===== config.mk =====
export PLATFORM = sky130hd
export DESIGN_NAME = rtc_core
export DESIGN_NICKNAME = d
export VERILOG_FILES = /design/src/rtc_pkg.sv /design/src/bcd_field_counter.sv /design/src/rtc_core.sv
export SDC_FILE = /design/constraint.sdc
export NUM_CORES = 1
export LEC_CHECK = 0
export ABC_AREA = 1
export BUFFER_PORTS_ARGS = -buffer_cell sky130_fd_sc_hd__buf_2
export CAP_MARGIN = 20
export CORE_ASPECT_RATIO = 0.75
export CORE_MARGIN = 1.5
export CORE_UTILIZATION = 55
export CTS_CLUSTER_SIZE = 10
export DETAILED_ROUTE_END_ITERATION = 6
export PLACE_DENSITY_LB_ADDON = 0.25
export SYNTH_ARGS = -nofsm -noshare
export SYNTH_HDL_FRONTEND = slang
export SYNTH_SLANG_ARGS = --single-unit

===== constraint.sdc =====
create_clock -name pclk -period 2.4 [get_ports pclk]
set_input_delay 0.48 -clock pclk [delete_from_list [all_inputs] [get_ports pclk]]
set_output_delay 0.48 -clock pclk [all_outputs]
set_load 0.005 [all_outputs]

===== src/rtc_pkg.sv =====
// Constants, register map and helper functions for the calendar clock.
// Assumes a 32-bit APB slave with byte addresses and one register a word.
package rtc_pkg;

   localparam int ADDR_W = 8;
   localparam int DATA_W = 32;
   localparam int REG_W = 8;
   localparam int NUM_FIELDS = 7;
   localparam int NUM_ALARMS = 6;
   localparam int IRQ_W = 3;
   localparam int DIV_W = 15;
   localparam int SUB_LO = 8;
   localparam int SUB_W = 7;

   // Field order shared by counters and alarm registers
   localparam int FLD_SEC = 0;
   localparam int FLD_MIN = 1;
   localparam int FLD_HOUR = 2;
   localparam int FLD_WEEK = 3;
   localparam int FLD_DATE = 4;
   localparam int FLD_MONTH = 5;
   localparam int FLD_YEAR = 6;

   localparam logic [ADDR_W-1:0] WORD_BYTES = 8'h04;
   localparam logic [ADDR_W-1:0] OFS_SUBSEC = 8'h00;
   localparam logic [ADDR_W-1:0] OFS_FIELD0 = 8'h04;
   localparam logic [ADDR_W-1:0] OFS_ALARM0 = 8'h20;
   localparam logic [ADDR_W-1:0] OFS_CTRL1 = 8'h38;
   localparam logic [ADDR_W-1:0] OFS_CTRL2 = 8'h3c;
   localparam logic [ADDR_W-1:0] OFS_IRQ_STAT = 8'h40;
   localparam logic [ADDR_W-1:0] OFS_IRQ_MASK = 8'h44;

   // Lowest legal value of each field, also its reset value (year first)
   localparam logic [NUM_FIELDS-1:0][REG_W-1:0] FIELD_MIN =
      {8'h00, 8'h01, 8'h01, 8'h00, 8'h00, 8'h00, 8'h00};
   // Highest BCD value; the date entry is replaced by the month length
   localparam logic [NUM_FIELDS-1:0][REG_W-1:0] FIELD_MAX =
      {8'h99, 8'h12, 8'h31, 8'h06, 8'h23, 8'h59, 8'h59};

   localparam int C1_ALARM_FLAG = 0;
   localparam int C1_ALARM_IRQ_EN = 3;
   localparam int ALARM_EN_BIT = 7;

   localparam int IRQ_ALARM = 0;
   localparam int IRQ_PERIOD = 1;
   localparam int IRQ_CARRY = 2;

   localparam logic [REG_W-1:0] ROUND_UP_SEC = 8'h30;
   localparam logic [REG_W-1:0] ZERO_SEC = 8'h00;
   localparam logic [3:0] BCD_NINE = 4'h9;
   localparam logic [DIV_W-1:0] DIV_ALL_ONES = 15'h7fff;

   localparam logic [2:0] PER_NONE = 3'h0;
   localparam logic [2:0] PER_2S = 3'h7;

   typedef struct packed {
      logic per_flag;
      logic [2:0] period_select;
      logic oscillator_enable;
      logic half_minute_round;
      logic divider_reset;
      logic run;
   } ctrl2_t;

   localparam ctrl2_t CTRL2_RESET = '{per_flag: 1'b0, period_select: 3'h0,
      oscillator_enable: 1'b1, half_minute_round: 1'b0,
      divider_reset: 1'b0, run: 1'b1};

   // Leap years of a two-digit BCD year: multiples of four
   function automatic logic is_leap(input logic [REG_W-1:0] yr);
      logic tens_odd;
      tens_odd = yr[4];
      is_leap = tens_odd ? (yr[3:0] == 4'h2 || yr[3:0] == 4'h6)
                         : (yr[3:0] == 4'h0 || yr[3:0] == 4'h4 ||
                            yr[3:0] == 4'h8);
   endfunction : is_leap

   function automatic logic [REG_W-1:0] days_in_month(
      input logic [REG_W-1:0] mon, input logic [REG_W-1:0] yr);
      unique case (mon)
         8'h02: days_in_month = is_leap(yr) ? 8'h29 : 8'h28;
         8'h04, 8'h06, 8'h09, 8'h11: days_in_month = 8'h30;
         default: days_in_month = 8'h31;
      endcase
   endfunction : days_in_month

   // Divider bits that must all be one at the end of each interval
   function automatic logic [DIV_W-1:0] period_mask(input logic [2:0] sel);
      unique case (sel)
         3'h1: period_mask = 15'h007f;
         3'h2: period_mask = 15'h01ff;
         3'h3: period_mask = 15'h07ff;
         3'h4: period_mask = 15'h1fff;
         3'h5: period_mask = 15'h3fff;
         default: period_mask = DIV_ALL_ONES;
      endcase
   endfunction : period_mask

endpackage : rtc_pkg


===== src/bcd_field_counter.sv =====
// One BCD calendar field: counts from a low to a high value and wraps.
// Load takes priority over wrap and increment.
`timescale 1ns/10ps
module bcd_field_counter #(
   parameter logic [7:0] RESET_VAL = 8'h00
) (
   input wire logic pclk,
   input wire logic presetn,
   input wire logic ce,
   input wire logic inc,
   input wire logic load,
   input wire logic [7:0] load_val,
   input wire logic [7:0] min_val,
   input wire logic [7:0] max_val,
   output logic [7:0] value,
   output logic wrap
);

   logic [7:0] count_ff;
   logic [7:0] nxt_count;
   logic [7:0] bumped;

   // Units roll from nine into the tens digit
   assign bumped = (count_ff[3:0] == rtc_pkg::BCD_NINE) ?
                   {count_ff[7:4] + 4'h1, 4'h0} :
                   {count_ff[7:4], count_ff[3:0] + 4'h1};
   // Greater-or-equal so an out-of-range date still wraps
   assign wrap = inc & (count_ff >= max_val);
   assign nxt_count = load ? load_val :
                      wrap ? min_val :
                      inc ? bumped : count_ff;
   assign value = count_ff;

   always_ff @(posedge pclk or negedge presetn) begin
      if (!presetn) begin
         count_ff <= RESET_VAL;
      end else if (ce) begin
         count_ff <= nxt_count;
      end
   end

endmodule : bcd_field_counter


===== src/rtc_core.sv =====
// Calendar clock with alarm, periodic interrupt and APB register access.
// Assumes a slow crystal square wave on slow_crystal_input, far below pclk.
//
// Design decisions made here: register access over APB and the placing of the registers.
`timescale 1ns/10ps
module rtc_core (
   input wire logic pclk,
   input wire logic presetn,
   input wire logic ce,
   input wire logic psel,
   input wire logic penable,
   input wire logic pwrite,
   input wire logic [7:0] paddr,
   input wire logic [31:0] pwdata,
   output logic [31:0] prdata,
   output logic pready,
   output logic pslverr,
   input wire logic slow_crystal_input,
   output logic irq
);

   localparam int NF = rtc_pkg::NUM_FIELDS;
   localparam int NA = rtc_pkg::NUM_ALARMS;
   localparam int RW = rtc_pkg::REG_W;

   ////////////////////////////////////////////////////////////////////////
   // Register state

   rtc_pkg::ctrl2_t ctrl2_ff;
   logic alarm_flag_ff;
   logic alarm_irq_enable_ff;
   logic [NA-1:0][RW-1:0] alarm_ff;
   logic [rtc_pkg::DIV_W-1:0] div_ff;
   logic two_sec_ff;
   logic match_prev_ff;
   logic [rtc_pkg::IRQ_W-1:0] irq_status_ff;
   logic [rtc_pkg::IRQ_W-1:0] irq_mask_ff;
   logic [RW-1:0] sec_shadow_ff;
   logic [31:0] prdata_ff;
   logic xtal_meta_ff;
   logic xtal_sync_ff;
   logic xtal_last_ff;

   ////////////////////////////////////////////////////////////////////////
   // Address decode

   logic [NF-1:0] sel_field;
   logic [NA-1:0] sel_alarm;
   logic sel_subsec;
   logic sel_ctrl1;
   logic sel_ctrl2;
   logic sel_stat;
   logic sel_mask;
   logic mapped;
   logic setup_phase;
   logic wr_access;
   logic wr_ctrl1;
   logic wr_ctrl2;
   logic wr_stat;
   logic wr_mask;
   logic [RW-1:0] wbyte;

   genvar gi;
   generate
      for (gi = 0; gi < NF; gi++) begin : g_fsel
         assign sel_field[gi] = paddr == rtc_pkg::OFS_FIELD0 +
            8'(gi) * rtc_pkg::WORD_BYTES;
      end
      for (gi = 0; gi < NA; gi++) begin : g_asel
         assign sel_alarm[gi] = paddr == rtc_pkg::OFS_ALARM0 +
            8'(gi) * rtc_pkg::WORD_BYTES;
      end
   endgenerate

   assign sel_subsec = paddr == rtc_pkg::OFS_SUBSEC;
   assign sel_ctrl1 = paddr == rtc_pkg::OFS_CTRL1;
   assign sel_ctrl2 = paddr == rtc_pkg::OFS_CTRL2;
   assign sel_stat = paddr == rtc_pkg::OFS_IRQ_STAT;
   assign sel_mask = paddr == rtc_pkg::OFS_IRQ_MASK;
   assign mapped = (|sel_field) | (|sel_alarm) | sel_subsec | sel_ctrl1 |
                   sel_ctrl2 | sel_stat | sel_mask;
   assign setup_phase = psel & ~penable;
   assign wr_access = psel & penable & pwrite & mapped;
   assign wr_ctrl1 = wr_access & sel_ctrl1;
   assign wr_ctrl2 = wr_access & sel_ctrl2;
   assign wr_stat = wr_access & sel_stat;
   assign wr_mask = wr_access & sel_mask;
   assign wbyte = pwdata[RW-1:0];

   // Zero wait states; unmapped addresses answer with an error
   assign pready = 1'b1;
   assign pslverr = psel & penable & ~mapped;

   ////////////////////////////////////////////////////////////////////////
   // Crystal edge and prescaler

   logic xtal_tick;
   logic round_wr;
   logic div_reset_wr;
   logic div_clear;
   logic div_full;
   logic sec_tick;
   logic [rtc_pkg::DIV_W-1:0] nxt_div;

   // Only the second stage reads the first
   always_ff @(posedge pclk or negedge presetn) begin
      if (!presetn) begin
         xtal_meta_ff <= 1'b0;
         xtal_sync_ff <= 1'b0;
         xtal_last_ff <= 1'b0;
      end else if (ce) begin
         xtal_meta_ff <= slow_crystal_input;
         xtal_sync_ff <= xtal_meta_ff;
         xtal_last_ff <= xtal_sync_ff;
      end
   end

   assign xtal_tick = xtal_sync_ff & ~xtal_last_ff &
                      ctrl2_ff.oscillator_enable;
   assign round_wr = wr_ctrl2 & wbyte[2];
   assign div_reset_wr = wr_ctrl2 & wbyte[1];
   assign div_clear = round_wr | div_reset_wr;
   assign div_full = div_ff == rtc_pkg::DIV_ALL_ONES;
   assign sec_tick = xtal_tick & div_full & ~div_clear;
   assign nxt_div = div_clear ? '0 :
                    xtal_tick ? div_ff + 15'h0001 : div_ff;

   ////////////////////////////////////////////////////////////////////////
   // Calendar counters

   logic [NF-1:0][RW-1:0] count;
   logic [NF-1:0] inc;
   logic [NF-1:0] load;
   logic [NF-1:0] wrap;
   logic [NF-1:0][RW-1:0] max_val;
   logic round_up;

   assign round_up = round_wr &
      (count[rtc_pkg::FLD_SEC] >= rtc_pkg::ROUND_UP_SEC);
   assign inc[rtc_pkg::FLD_SEC] = sec_tick & ctrl2_ff.run;
   assign inc[rtc_pkg::FLD_MIN] = wrap[rtc_pkg::FLD_SEC] | round_up;
   assign inc[rtc_pkg::FLD_HOUR] = wrap[rtc_pkg::FLD_MIN];
   assign inc[rtc_pkg::FLD_WEEK] = wrap[rtc_pkg::FLD_HOUR];
   assign inc[rtc_pkg::FLD_DATE] = wrap[rtc_pkg::FLD_HOUR];
   assign inc[rtc_pkg::FLD_MONTH] = wrap[rtc_pkg::FLD_DATE];
   assign inc[rtc_pkg::FLD_YEAR] = wrap[rtc_pkg::FLD_MONTH];

   generate
      for (gi = 0; gi < NF; gi++) begin : g_cnt
         // Field writes are dropped while counting so a carry cannot tear them
         if (gi == rtc_pkg::FLD_SEC) begin : g_ld_sec
            assign load[gi] = (wr_access & sel_field[gi] & ~ctrl2_ff.run) |
                              round_wr;
         end else begin : g_ld
            assign load[gi] = wr_access & sel_field[gi] &
                              ~ctrl2_ff.run;
         end
         if (gi == rtc_pkg::FLD_DATE) begin : g_mx_date
            assign max_val[gi] = rtc_pkg::days_in_month(
               count[rtc_pkg::FLD_MONTH], count[rtc_pkg::FLD_YEAR]);
         end else begin : g_mx
            assign max_val[gi] = rtc_pkg::FIELD_MAX[gi];
         end
         bcd_field_counter #(
            .RESET_VAL(rtc_pkg::FIELD_MIN[gi])
         ) u_field (
            .pclk(pclk),
            .presetn(presetn),
            .ce(ce),
            .inc(inc[gi]),
            .load(load[gi]),
            .load_val(round_wr ? rtc_pkg::ZERO_SEC : wbyte),
            .min_val(rtc_pkg::FIELD_MIN[gi]),
            .max_val(max_val[gi]),
            .value(count[gi]),
            .wrap(wrap[gi])
         );
      end
   endgenerate

   ////////////////////////////////////////////////////////////////////////
   // Alarm compare

   logic [NA-1:0] field_ok;
   logic [NA-1:0] field_en;
   logic alarm_match;
   logic alarm_evt;

   generate
      for (gi = 0; gi < NA; gi++) begin : g_alm
         assign field_en[gi] = alarm_ff[gi][rtc_pkg::ALARM_EN_BIT];
         assign field_ok[gi] = ~field_en[gi] |
            (alarm_ff[gi][RW-2:0] == count[gi][RW-2:0]);
         always_ff @(posedge pclk or negedge presetn) begin
            if (!presetn) begin
               alarm_ff[gi] <= '0;
            end else if (ce && wr_access && sel_alarm[gi]) begin
               alarm_ff[gi] <= wbyte;
            end
         end
      end
   endgenerate

   // Fires once as the calendar enters the matching time
   assign alarm_match = (|field_en) & (&field_ok);
   assign alarm_evt = alarm_match & ~match_prev_ff;

   ////////////////////////////////////////////////////////////////////////
   // Periodic interval and flags

   logic per_evt;
   logic [rtc_pkg::DIV_W-1:0] per_mask;
   logic nxt_per_flag;
   logic nxt_alarm_flag;
   logic [rtc_pkg::IRQ_W-1:0] irq_set;
   logic [rtc_pkg::IRQ_W-1:0] nxt_irq_status;

   assign per_mask = rtc_pkg::period_mask(ctrl2_ff.period_select);
   assign per_evt = xtal_tick & ~div_clear &
      (ctrl2_ff.period_select != rtc_pkg::PER_NONE) &
      ((div_ff & per_mask) == per_mask) &
      ((ctrl2_ff.period_select != rtc_pkg::PER_2S) | two_sec_ff);
   // An unmasked interrupt takes the flag over; masked it waits for polling
   assign nxt_per_flag = per_evt ? 1'b1 :
      (wr_ctrl2 ? wbyte[7] : ctrl2_ff.per_flag) &
      ~irq_mask_ff[rtc_pkg::IRQ_PERIOD];
   assign nxt_alarm_flag = alarm_evt | (alarm_flag_ff &
      ~(wr_ctrl1 & ~wbyte[rtc_pkg::C1_ALARM_FLAG]));

   assign irq_set[rtc_pkg::IRQ_ALARM] = alarm_evt & alarm_irq_enable_ff;
   assign irq_set[rtc_pkg::IRQ_PERIOD] = per_evt;
   assign irq_set[rtc_pkg::IRQ_CARRY] = inc[rtc_pkg::FLD_SEC];
   // Set beats a same-cycle write-one clear
   assign nxt_irq_status = irq_set |
      (irq_status_ff & ~(wr_stat ? wbyte[rtc_pkg::IRQ_W-1:0] : '0));
   assign irq = |(irq_status_ff & irq_mask_ff);

   always_ff @(posedge pclk or negedge presetn) begin
      if (!presetn) begin
         div_ff <= '0;
         two_sec_ff <= 1'b0;
         match_prev_ff <= 1'b0;
         alarm_flag_ff <= 1'b0;
         irq_status_ff <= '0;
      end else if (ce) begin
         div_ff <= nxt_div;
         two_sec_ff <= div_clear ? 1'b0 : two_sec_ff ^ (xtal_tick & div_full);
         match_prev_ff <= alarm_match;
         alarm_flag_ff <= nxt_alarm_flag;
         irq_status_ff <= nxt_irq_status;
      end
   end

   ////////////////////////////////////////////////////////////////////////
   // Control registers

   always_ff @(posedge pclk or negedge presetn) begin
      if (!presetn) begin
         ctrl2_ff <= rtc_pkg::CTRL2_RESET;
         alarm_irq_enable_ff <= 1'b0;
         irq_mask_ff <= '0;
      end else if (ce) begin
         ctrl2_ff.per_flag <= nxt_per_flag;
         if (wr_ctrl2) begin
            ctrl2_ff.period_select <= wbyte[6:4];
            ctrl2_ff.oscillator_enable <= wbyte[3];
            ctrl2_ff.run <= wbyte[0];
         end
         if (wr_ctrl1) begin
            alarm_irq_enable_ff <= wbyte[rtc_pkg::C1_ALARM_IRQ_EN];
         end
         if (wr_mask) begin
            irq_mask_ff <= wbyte[rtc_pkg::IRQ_W-1:0];
         end
      end
   end

   // Seconds read path refreshes on crystal edges, at most one edge late
   always_ff @(posedge pclk or negedge presetn) begin
      if (!presetn) begin
         sec_shadow_ff <= rtc_pkg::FIELD_MIN[rtc_pkg::FLD_SEC];
      end else if (ce && (xtal_tick || !ctrl2_ff.run)) begin
         sec_shadow_ff <= count[rtc_pkg::FLD_SEC];
      end
   end

   ////////////////////////////////////////////////////////////////////////
   // Read data

   logic [NF:0][RW-1:0] fld_chain;
   logic [NA:0][RW-1:0] alm_chain;
   logic [RW-1:0] ctrl1_rd;
   logic [RW-1:0] ctrl2_rd;
   logic [RW-1:0] rd_byte;

   assign fld_chain[0] = '0;
   assign alm_chain[0] = '0;
   generate
      for (gi = 0; gi < NF; gi++) begin : g_frd
         if (gi == rtc_pkg::FLD_SEC) begin : g_s
            assign fld_chain[gi+1] = fld_chain[gi] |
               ({RW{sel_field[gi]}} & sec_shadow_ff);
         end else begin : g_o
            assign fld_chain[gi+1] = fld_chain[gi] |
               ({RW{sel_field[gi]}} & count[gi]);
         end
      end
      for (gi = 0; gi < NA; gi++) begin : g_ard
         assign alm_chain[gi+1] = alm_chain[gi] |
            ({RW{sel_alarm[gi]}} & alarm_ff[gi]);
      end
   endgenerate

   assign ctrl1_rd = {4'h0, alarm_irq_enable_ff, 2'h0, alarm_flag_ff};
   // Round and divider reset bits always read zero
   assign ctrl2_rd = {ctrl2_ff.per_flag, ctrl2_ff.period_select,
      ctrl2_ff.oscillator_enable, 2'b00, ctrl2_ff.run};
   assign rd_byte = fld_chain[NF] | alm_chain[NA] |
      ({RW{sel_subsec}} & {1'b0, div_ff[rtc_pkg::DIV_W-1:rtc_pkg::SUB_LO]}) |
      ({RW{sel_ctrl1}} & ctrl1_rd) |
      ({RW{sel_ctrl2}} & ctrl2_rd) |
      ({RW{sel_stat}} & {5'h00, irq_status_ff}) |
      ({RW{sel_mask}} & {5'h00, irq_mask_ff});

   // Captured in the setup cycle, held through the access cycle
   always_ff @(posedge pclk or negedge presetn) begin
      if (!presetn) begin
         prdata_ff <= '0;
      end else if (ce && setup_phase) begin
         prdata_ff <= {24'h000000, rd_byte};
      end
   end
   assign prdata = prdata_ff;

endmodule : rtc_core


; After elaboration in Yosys (flattened, before gate mapping)
; Index checks and enable logic that the tools add are counted.
[totals]
register_bits = 154
inputBits = 47
output_inout_bits = 35
word_cells = 322
[classes]
addsub = 15
order_cmp = 8
n_eq_ne = 47
mux = 39
bitwise = 121
reduce_logical = 56
[op_table]
columns = op, n
row1 = two-way mux 8 bit, 29
row2 = bitwise OR 8 bit, 17
row3 = AND 8 bit, 14
row4 = one-hot mux 15 bit (5 select lines), 1
row5 = "== test 8 x 6 -> 1 bit, second input constant", 8
row6 = "adder 4 x 1 -> 4 bit, second input constant", 14
row7 = AND 1 bit, 48
row8 = nonzero test 3 bit, 15
row9 = == test 7 bit, 6
row10 = "== test 8 x 5 -> 1 bit, second input constant", 5
row11 = "== test 4 bit, second input constant", 8
row12 = two-way mux 15 bit, 2
row13 = "== test 8 x 3 -> 1 bit, second input constant", 3
row14 = "== test 8 x 4 -> 1 bit, second input constant", 3
row15 = AND reduction 2 bit, 11
row16 = AND reduction 3 bit, 7
row17 = bitwise OR 1 bit, 17
row18 = AND 8 x 3 -> 8 bit, 2
row19 = "== test 8 x 7 -> 1 bit, second input constant", 2
row20 = ">= comparator 8 x 6 -> 1 bit, second input constant", 2
row21 = ">= comparator 8 x 7 -> 1 bit, second input constant", 2
row22 = "adder 15 x 1 -> 15 bit, second input constant", 1
row23 = AND 15 bit, 1
row24 = == test 15 bit, 1
row25 = other kinds (33), 67

; Longest topological paths before layout
[logic_depth]
depth_word = 24
mapped_depth = 21
mapped_depth_nobuf = 21

; Hierarchy
; Synthesis repeated with hierarchy kept, for this count alone.
[hier_totals]
cells_unflattened = 1944
hier_area_um2 = 13015.0
[by_module_without_submodules]
columns = module, instances, cells_each, area_per_inst_um2, seq_area_each_um2
row1 = rtc_core, 1, 985, 6618.8, 2454.9
row2 = bcd_field_counter (g_cnt[0].u_field ...), 5, 137, 913.4, 200.2
row3 = bcd_field_counter (g_cnt[4].u_field ...), 2, 137, 914.6, 201.4

; Worst setup path after synthesis
; Ideal clock, no wire load.
[synth_path]
path_type = reg2reg
start = register g_cnt[5].u_field.count_ff[0]
end = register g_cnt[4].u_field.count_ff[4]
setup_ps = 119
arrival_ps = 2474
required_ps = 2281
slack_ps = -194
stages_incl_launch_ff = 19
n_path_buf = 0
period_less_slack_ps = 2594
path_cell_list = dfstp_2 > inv_1 > nor2_1 > inv_1 > nor3_1 > a31oi_1 > o21ai_0 > o22ai_1 > ha_1 > nand2_1 > nand2_1 > nand2_1 > a21oi_1 > nand2_1 > nand4_2 > nand3b_1 > nand2_1 > nor2_1 > nor2_1
[synth_via]
elab_chain_cells = 7
word_cells_on_any_way = 14
classes_between = order compare: 1 / eq/ne: 5 / mux: 3 / bitwise: 1 / reduce/logical: 4
[synth_lines]
columns = item, line
row1 = start: declaration, bcd_field_counter.sv:19  ; logic [7:0] count_ff;
row2 = start signal: assignment, bcd_field_counter.sv:38  ; count_ff <= nxt_count;
row3 = == test 8 x 3 -> 1 bit (tied with other cells), rtc_pkg.sv:80  ; unique case (mon)
row4 = OR reduction 4 bit, rtc_pkg.sv:80
row5 = one-hot mux 5 bit (2 select lines) *, rtc_pkg.sv:80
row6 = >= comparator 8 x 6 -> 1 bit *, bcd_field_counter.sv:28  ; assign wrap = inc & (count_ff >= max_val);
row7 = AND 1 bit *, bcd_field_counter.sv:28
row8 = nonzero test 3 bit (no source line) / two-way mux 8 bit (equally long branches), --
row9 = AND reduction 3 bit (no source line) / two-way mux 8 bit (equally long branches), --
row10 = end signal: assignment, bcd_field_counter.sv:38
row11 = end: declaration, bcd_field_counter.sv:19
; Mark *: on every way between the ends. The rest lies on a longest branch, timed or not.
; A chain may end at the register's enable or synchronous reset.

; Final worst setup path
[layout_path]
start = register g_cnt[5].u_field.count_ff[0]
end = register g_cnt[6].u_field.count_ff[4]
[layout_via]
elab_chain_cells = 9
word_cells_on_any_way = 17
classes_between = order compare: 2 / eq/ne: 5 / mux: 3 / bitwise: 3 / reduce/logical: 4
[layout_lines]
columns = item, line
row1 = == test 8 x 3 -> 1 bit (tied with other cells), rtc_pkg.sv:80
row2 = OR reduction 4 bit, rtc_pkg.sv:80
row3 = one-hot mux 5 bit (2 select lines), rtc_pkg.sv:80
row4 = >= comparator 8 x 6 -> 1 bit, bcd_field_counter.sv:28
row5 = AND 1 bit, bcd_field_counter.sv:28
row6 = AND 1 bit *, bcd_field_counter.sv:28
row7 = AND 1 bit, bcd_field_counter.sv:28
row8 = nonzero test 3 bit (no source line) / two-way mux 8 bit (equally long branches), --
row9 = AND reduction 3 bit (no source line) / two-way mux 8 bit (equally long branches), --
row10 = end signal: assignment, bcd_field_counter.sv:38
row11 = end: declaration, bcd_field_counter.sv:19
; Marked as above.

==> flow_summary.html <==
<table>
<tr><th>Metric</th><th>Value</th></tr>
<tr><th colspan="2">Final layout</th></tr>
<tr><td>Final core utilization</td><td>0.724</td></tr>
<tr><td>Area added between synthesis and finish</td><td>26.7%</td></tr>
<tr><td>Fraction of final layout cells with drive strength greater than 1</td><td>0.226</td></tr>
<tr><td>Antenna Cells</td><td>0</td></tr>
<tr><td>Non-Filler Cell Area, Final</td><td>13000 um^2</td></tr>
<tr><td>Commonest non-fill, non-tap cell in the layout</td><td>sky130_fd_sc_hd__nand2_1</td></tr>
<tr><td>Count of fill cells added during filler insertion</td><td>1427</td></tr>
<tr><td>Layout Nets</td><td>1709</td></tr>
<tr><td>Commonest cells after routing, fill and taps aside</td><td>sky130_fd_sc_hd__nand2_1, sky130_fd_sc_hd__buf_4, sky130_fd_sc_hd__inv_1</td></tr>
<tr><th colspan="2">Power</th></tr>
<tr><td>Static power due to leakage</td><td>between 6 and 7 nW</td></tr>
<tr><td>Peak ir drop on the vdd network</td><td>0.460 mV</td></tr>
<tr><td>Power density of the placed cells</td><td>between 400 and 500 nW/um^2</td></tr>
<tr><th colspan="2">GRT</th></tr>
<tr><td>Pin count of the biggest net entering global routing</td><td>48</td></tr>
<tr><td>Number of global-route vias before repair</td><td>10390</td></tr>
<tr><td>First-pass GRT wire length</td><td>just over 60 mm</td></tr>
<tr><td>Global route overflow</td><td>0</td></tr>
<tr><td>Initial antenna violation count</td><td>0</td></tr>
<tr><td>Total global routing track utilization</td><td>0.421</td></tr>
<tr><th colspan="2">Yosys</th></tr>
<tr><td>Mapped Avg Cell Area</td><td>7.18 um^2</td></tr>
<tr><td>Yosys cell types</td><td>60</td></tr>
<tr><td>Proportion of synthesized chip area in sequential cells</td><td>0.377</td></tr>
<tr><td>Fraction of synthesis flops using an asynchronous set or reset pin</td><td>1.00</td></tr>
<tr><td>Synth Register Bits</td><td>154</td></tr>
<tr><td>Mapped cell area</td><td>10200 um^2</td></tr>
<tr><td>Ys Warns</td><td>0</td></tr>
<tr><td>Post-Syn Instances</td><td>~1400</td></tr>
<tr><td>Number of enable flip-flop cells after synthesis</td><td>0</td></tr>
<tr><td>Most instantiated flip-flop cell in the synthesis netlist</td><td>sky130_fd_sc_hd__dfrtp_1</td></tr>
<tr><th colspan="2">Timing</th></tr>
<tr><td>Peak Freq</td><td>0.366 GHz</td></tr>
<tr><td>Final slew viol count</td><td>0</td></tr>
<tr><td>Final clock period utilization by the worst path</td><td>1.14</td></tr>
<tr><td>Unrepaired setup endpoints after global routing</td><td>yes</td></tr>
<tr><td>Worst slew margin</td><td>0.412</td></tr>
<tr><td>Actual slew at the worst max-slew pin</td><td>860 ps</td></tr>
<tr><td>Time the final worst path needs with I/O delays and setup</td><td>2730 ps</td></tr>
<tr><td>Final setup fails</td><td>24</td></tr>
<tr><td>Final worst slack</td><td>-330 ps</td></tr>
<tr><td>Final clock skew</td><td>approximately 16 ps</td></tr>
<tr><td>TNS Setup</td><td>-5300 ps</td></tr>
<tr><td>Final number of hold-violating endpoints</td><td>0</td></tr>
<tr><th colspan="2">Clocking</th></tr>
<tr><td>Number of clock buffers inserted by TritonCTS</td><td>17</td></tr>
<tr><td>Clock tree buffer depth</td><td>2</td></tr>
<tr><td>Clock Pin Slew Worst Setup and Hold Paths</td><td>70 ps</td></tr>
<tr><td>H-tree levels</td><td>4</td></tr>
<tr><td>CTS tree</td><td>done</td></tr>
<tr><td>Total clock sinks</td><td>around 150</td></tr>
<tr><td>Clock insertion delay at the later pin of the skew report</td><td>around 440 ps</td></tr>
<tr><td>Library cell used as clock root buffer</td><td>sky130_fd_sc_hd__clkbuf_16</td></tr>
<tr><th colspan="2">Floorplanning</th></tr>
<tr><td>Row count</td><td>42</td></tr>
<tr><td>Area of the die</td><td>19400 um^2</td></tr>
<tr><td>Die extent in x</td><td>160 um</td></tr>
<tr><td>Starting utilization of the core area</td><td>0.571</td></tr>
<tr><td>Boundary pin count</td><td>a little over 80</td></tr>
<tr><td>Core outline area</td><td>approximately 18000 um^2</td></tr>
<tr><td>Vertical die dimension</td><td>121 um</td></tr>
<tr><th colspan="2">Worst setup path</th></tr>
<tr><td>Worst setup startpoint</td><td>g_cnt[5].u_field.value[0]</td></tr>
<tr><td>Critical path depth</td><td>16</td></tr>
<tr><td>Critical path cell sequence</td><td>inv_2 &gt; nor2_4 &gt; buf_4 &gt; buf_4 &gt; nand4_1 &gt; o21ai_2 &gt; o22ai_2 &gt; ha_2 &gt; nand4_1 &gt; nand2_2 &gt; nand4_4 &gt; nor2_4 &gt; nor2_2 &gt; a21oi_4 &gt; nand3_2 &gt; nand2_2</td></tr>
<tr><td>WP data required</td><td>approximately 2800 ps</td></tr>
<tr><td>Worst R2R Setup Slack</td><td>-330 ps</td></tr>
<tr><td>End of the worst register-to-register path</td><td>g_cnt[6].u_field.value[4]</td></tr>
<tr><td>Startpoint type of the worst setup path</td><td>register</td></tr>
<tr><td>Maximum fanout encountered on the critical timing path</td><td>8</td></tr>
<tr><td>End point of the critical path</td><td>g_cnt[6].u_field.value[4]</td></tr>
<tr><td>Category of the critical setup timing path</td><td>register to register</td></tr>
<tr><td>Peak per-stage delay on the critical path</td><td>550 ps</td></tr>
<tr><td>Cell with the biggest individual delay on the critical path</td><td>sky130_fd_sc_hd__dfstp_2</td></tr>
<tr><td>Largest delay share family, worst path</td><td>simple AND/OR/NAND/NOR gates</td></tr>
<tr><td>Critical R2R Launch</td><td>g_cnt[5].u_field.value[0]</td></tr>
<tr><td>Critical path endpoint category</td><td>register</td></tr>
<tr><td>Sum of buffers and inverters on the critical path</td><td>3</td></tr>
<tr><td>Signal arrival time at the worst endpoint</td><td>3120 ps</td></tr>
<tr><td>Count of cells along the worst register-to-register path</td><td>16</td></tr>
<tr><th colspan="2">Routing</th></tr>
<tr><td>Total vias in the final route</td><td>11473</td></tr>
<tr><td>Post-detailed-route wirelength per cell</td><td>21.4 um</td></tr>
<tr><td>Routed via count divided by cell count</td><td>a little over 6</td></tr>
<tr><td>Routed Wire Length</td><td>40.6 mm</td></tr>
<tr><td>Number of nets with antenna violations after detailed routing</td><td>0</td></tr>
<tr><td>Post-route DRC violation count</td><td>0</td></tr>
<tr><td>Number of iterations in the first detailed-routing pass</td><td>6</td></tr>
<tr><td>DRC violation total after the first TritonRoute iteration</td><td>approximately 2000</td></tr>
<tr><th colspan="2">Place</th></tr>
<tr><td>Worst slack at placement</td><td>-219 ps</td></tr>
<tr><td>Port Buffer Count</td><td>32</td></tr>
<tr><td>Placed standard-cell area</td><td>about 12000 um^2</td></tr>
<tr><td>Detailed placement HPWL</td><td>about 30 mm</td></tr>
<tr><td>Final estimated routing congestion in global placement</td><td>approximately 1.1</td></tr>
<tr><th colspan="2">Outcome</th></tr>
<tr><td>Result of the run</td><td>finished with violations</td></tr>
<tr><td>Violations in the final reports</td><td>negative setup slack</td></tr>
<tr><th colspan="2">Hold path</th></tr>
<tr><td>Hold crit path type</td><td>primary input to register</td></tr>
<tr><td>Worst hold start</td><td>slow_crystal_input</td></tr>
<tr><th colspan="2">Flow run</th></tr>
<tr><td>Max Cap Viol</td><td>0</td></tr>
</table>
==> cells in the mapped netlist (all sizes together), types with 8 or more instances <==
library cell	number	share of area
dfrtp	150	0.37
xor2	23	0.020
nand4	27	0.017
nand3	84	0.048
clkbuf	14	0.0053
o22ai	39	0.024
nand2	405	0.15
nor2	135	0.060
ha	21	0.026
xnor2	12	0.010
nor3	18	0.010
inv	194	0.071
nor4	8	0.0049
buf	37	0.025
a21oi	49	0.026
o21ai	125	0.062
a221oi	15	0.013
==> per-layer routing <==
metal / part of all wire / up-vias / global-route usage
met1: 0.40 / 5375 / 0.588
met3: 0.14 / 181 / 0.129
met5: 0 / - / 0
met4: 0.047 / 0 / 0.169
met2: 0.40 / 821 / 0.607
li1: - / 5096 / -
==> tightest hold or removal path, stage by stage <==
cell,delay (ps)
sky130_fd_sc_hd__buf_2,70
sky130_fd_sc_hd__nand2_1,60
sky130_fd_sc_hd__nand2_1,60
==> cells by family (layout without fill, tap and decap cells) <==
logic type	Yosys count	in the layout	synth area share
muxes	2	2	0.00220
other	2	25	0.000734
adders and majority gates	21	21	0.0257
AOI/OAI and AO/OA	276	276	0.161
DFF	154	154	0.377
buffers and inverters	249	454	0.103
xor gates and xnor gates	35	35	0.0300
and+or+nand+nor	685	687	0.300
==> sequential cells by signal (all words and copies together) (netlist names), 3 cells and up <==
name / flops
prdata: 8
sec_shadow_ff: 8
ctrl2_ff: 6
g_cnt.u_field.value: 56
alarm_ff: 48
irq_status_ff: 3
div_ff: 15
irq_mask_ff: 3
==> area by class of cell <==
| cell class | count | area (um^2) | share of cell area |
|---|---|---|---|
| multi-input cells | 1046 | 5720 | 0.441 |
| clock inverters | 12 | 185 | 0.0143 |
| flip-flops and latches | 154 | 3860 | 0.298 |
| repair buffers | 224 | 1700 | 0.131 |
| inverters | 198 | 747 | 0.0576 |
| clock buffers | 20 | 447 | 0.0344 |
| well taps | 242 | 303 | 0.0234 |
==> per-stage QoR <==
stage          hold slack, ps  std cells  power [W]
2_1_floorplan             184       1447    0.00284
3_5_place_dp              410       1836    0.00307
6_report                  263       1896    0.00602
5_1_grt                   285       1896    0.00613
4_1_cts                   283       1891    0.00599
3_3_place_gp              407       1836    0.00306
==> how the worst min path moves through the flow <==
stage | endpoint | slack (ps) | depth (start not counted)
global placement | alarm_ff[39] | 410 | 1
global route | xtal_meta_ff | 290 | 3
finish | xtal_meta_ff | 260 | 3
floorplan | alarm_ff[0] | 180 | 0
detailed placement | alarm_ff[39] | 410 | 1
CTS | xtal_meta_ff | 280 | 3
==> where the power goes <==
part	internal, W	switching, W	leakage [nW]
combinational	0.000117	0.000263	4.51
clock	0.00178	0.00121	0.306
sequential	0.00263	0.0000277	1.81
total	0.00453	0.00150	6.62
==> timing repair <==
action | CTS | global route
pin swaps | 22 | 22
endpoints found under the hold margin | 31 | 0
resized for setup | 34 | 40
buffers inserted | 20 | 6
cloned | 2 | 0
hold buffers | 1 | 0
setup endpoints to repair | 24 | 49
Power figures use the tool's default switching activity.
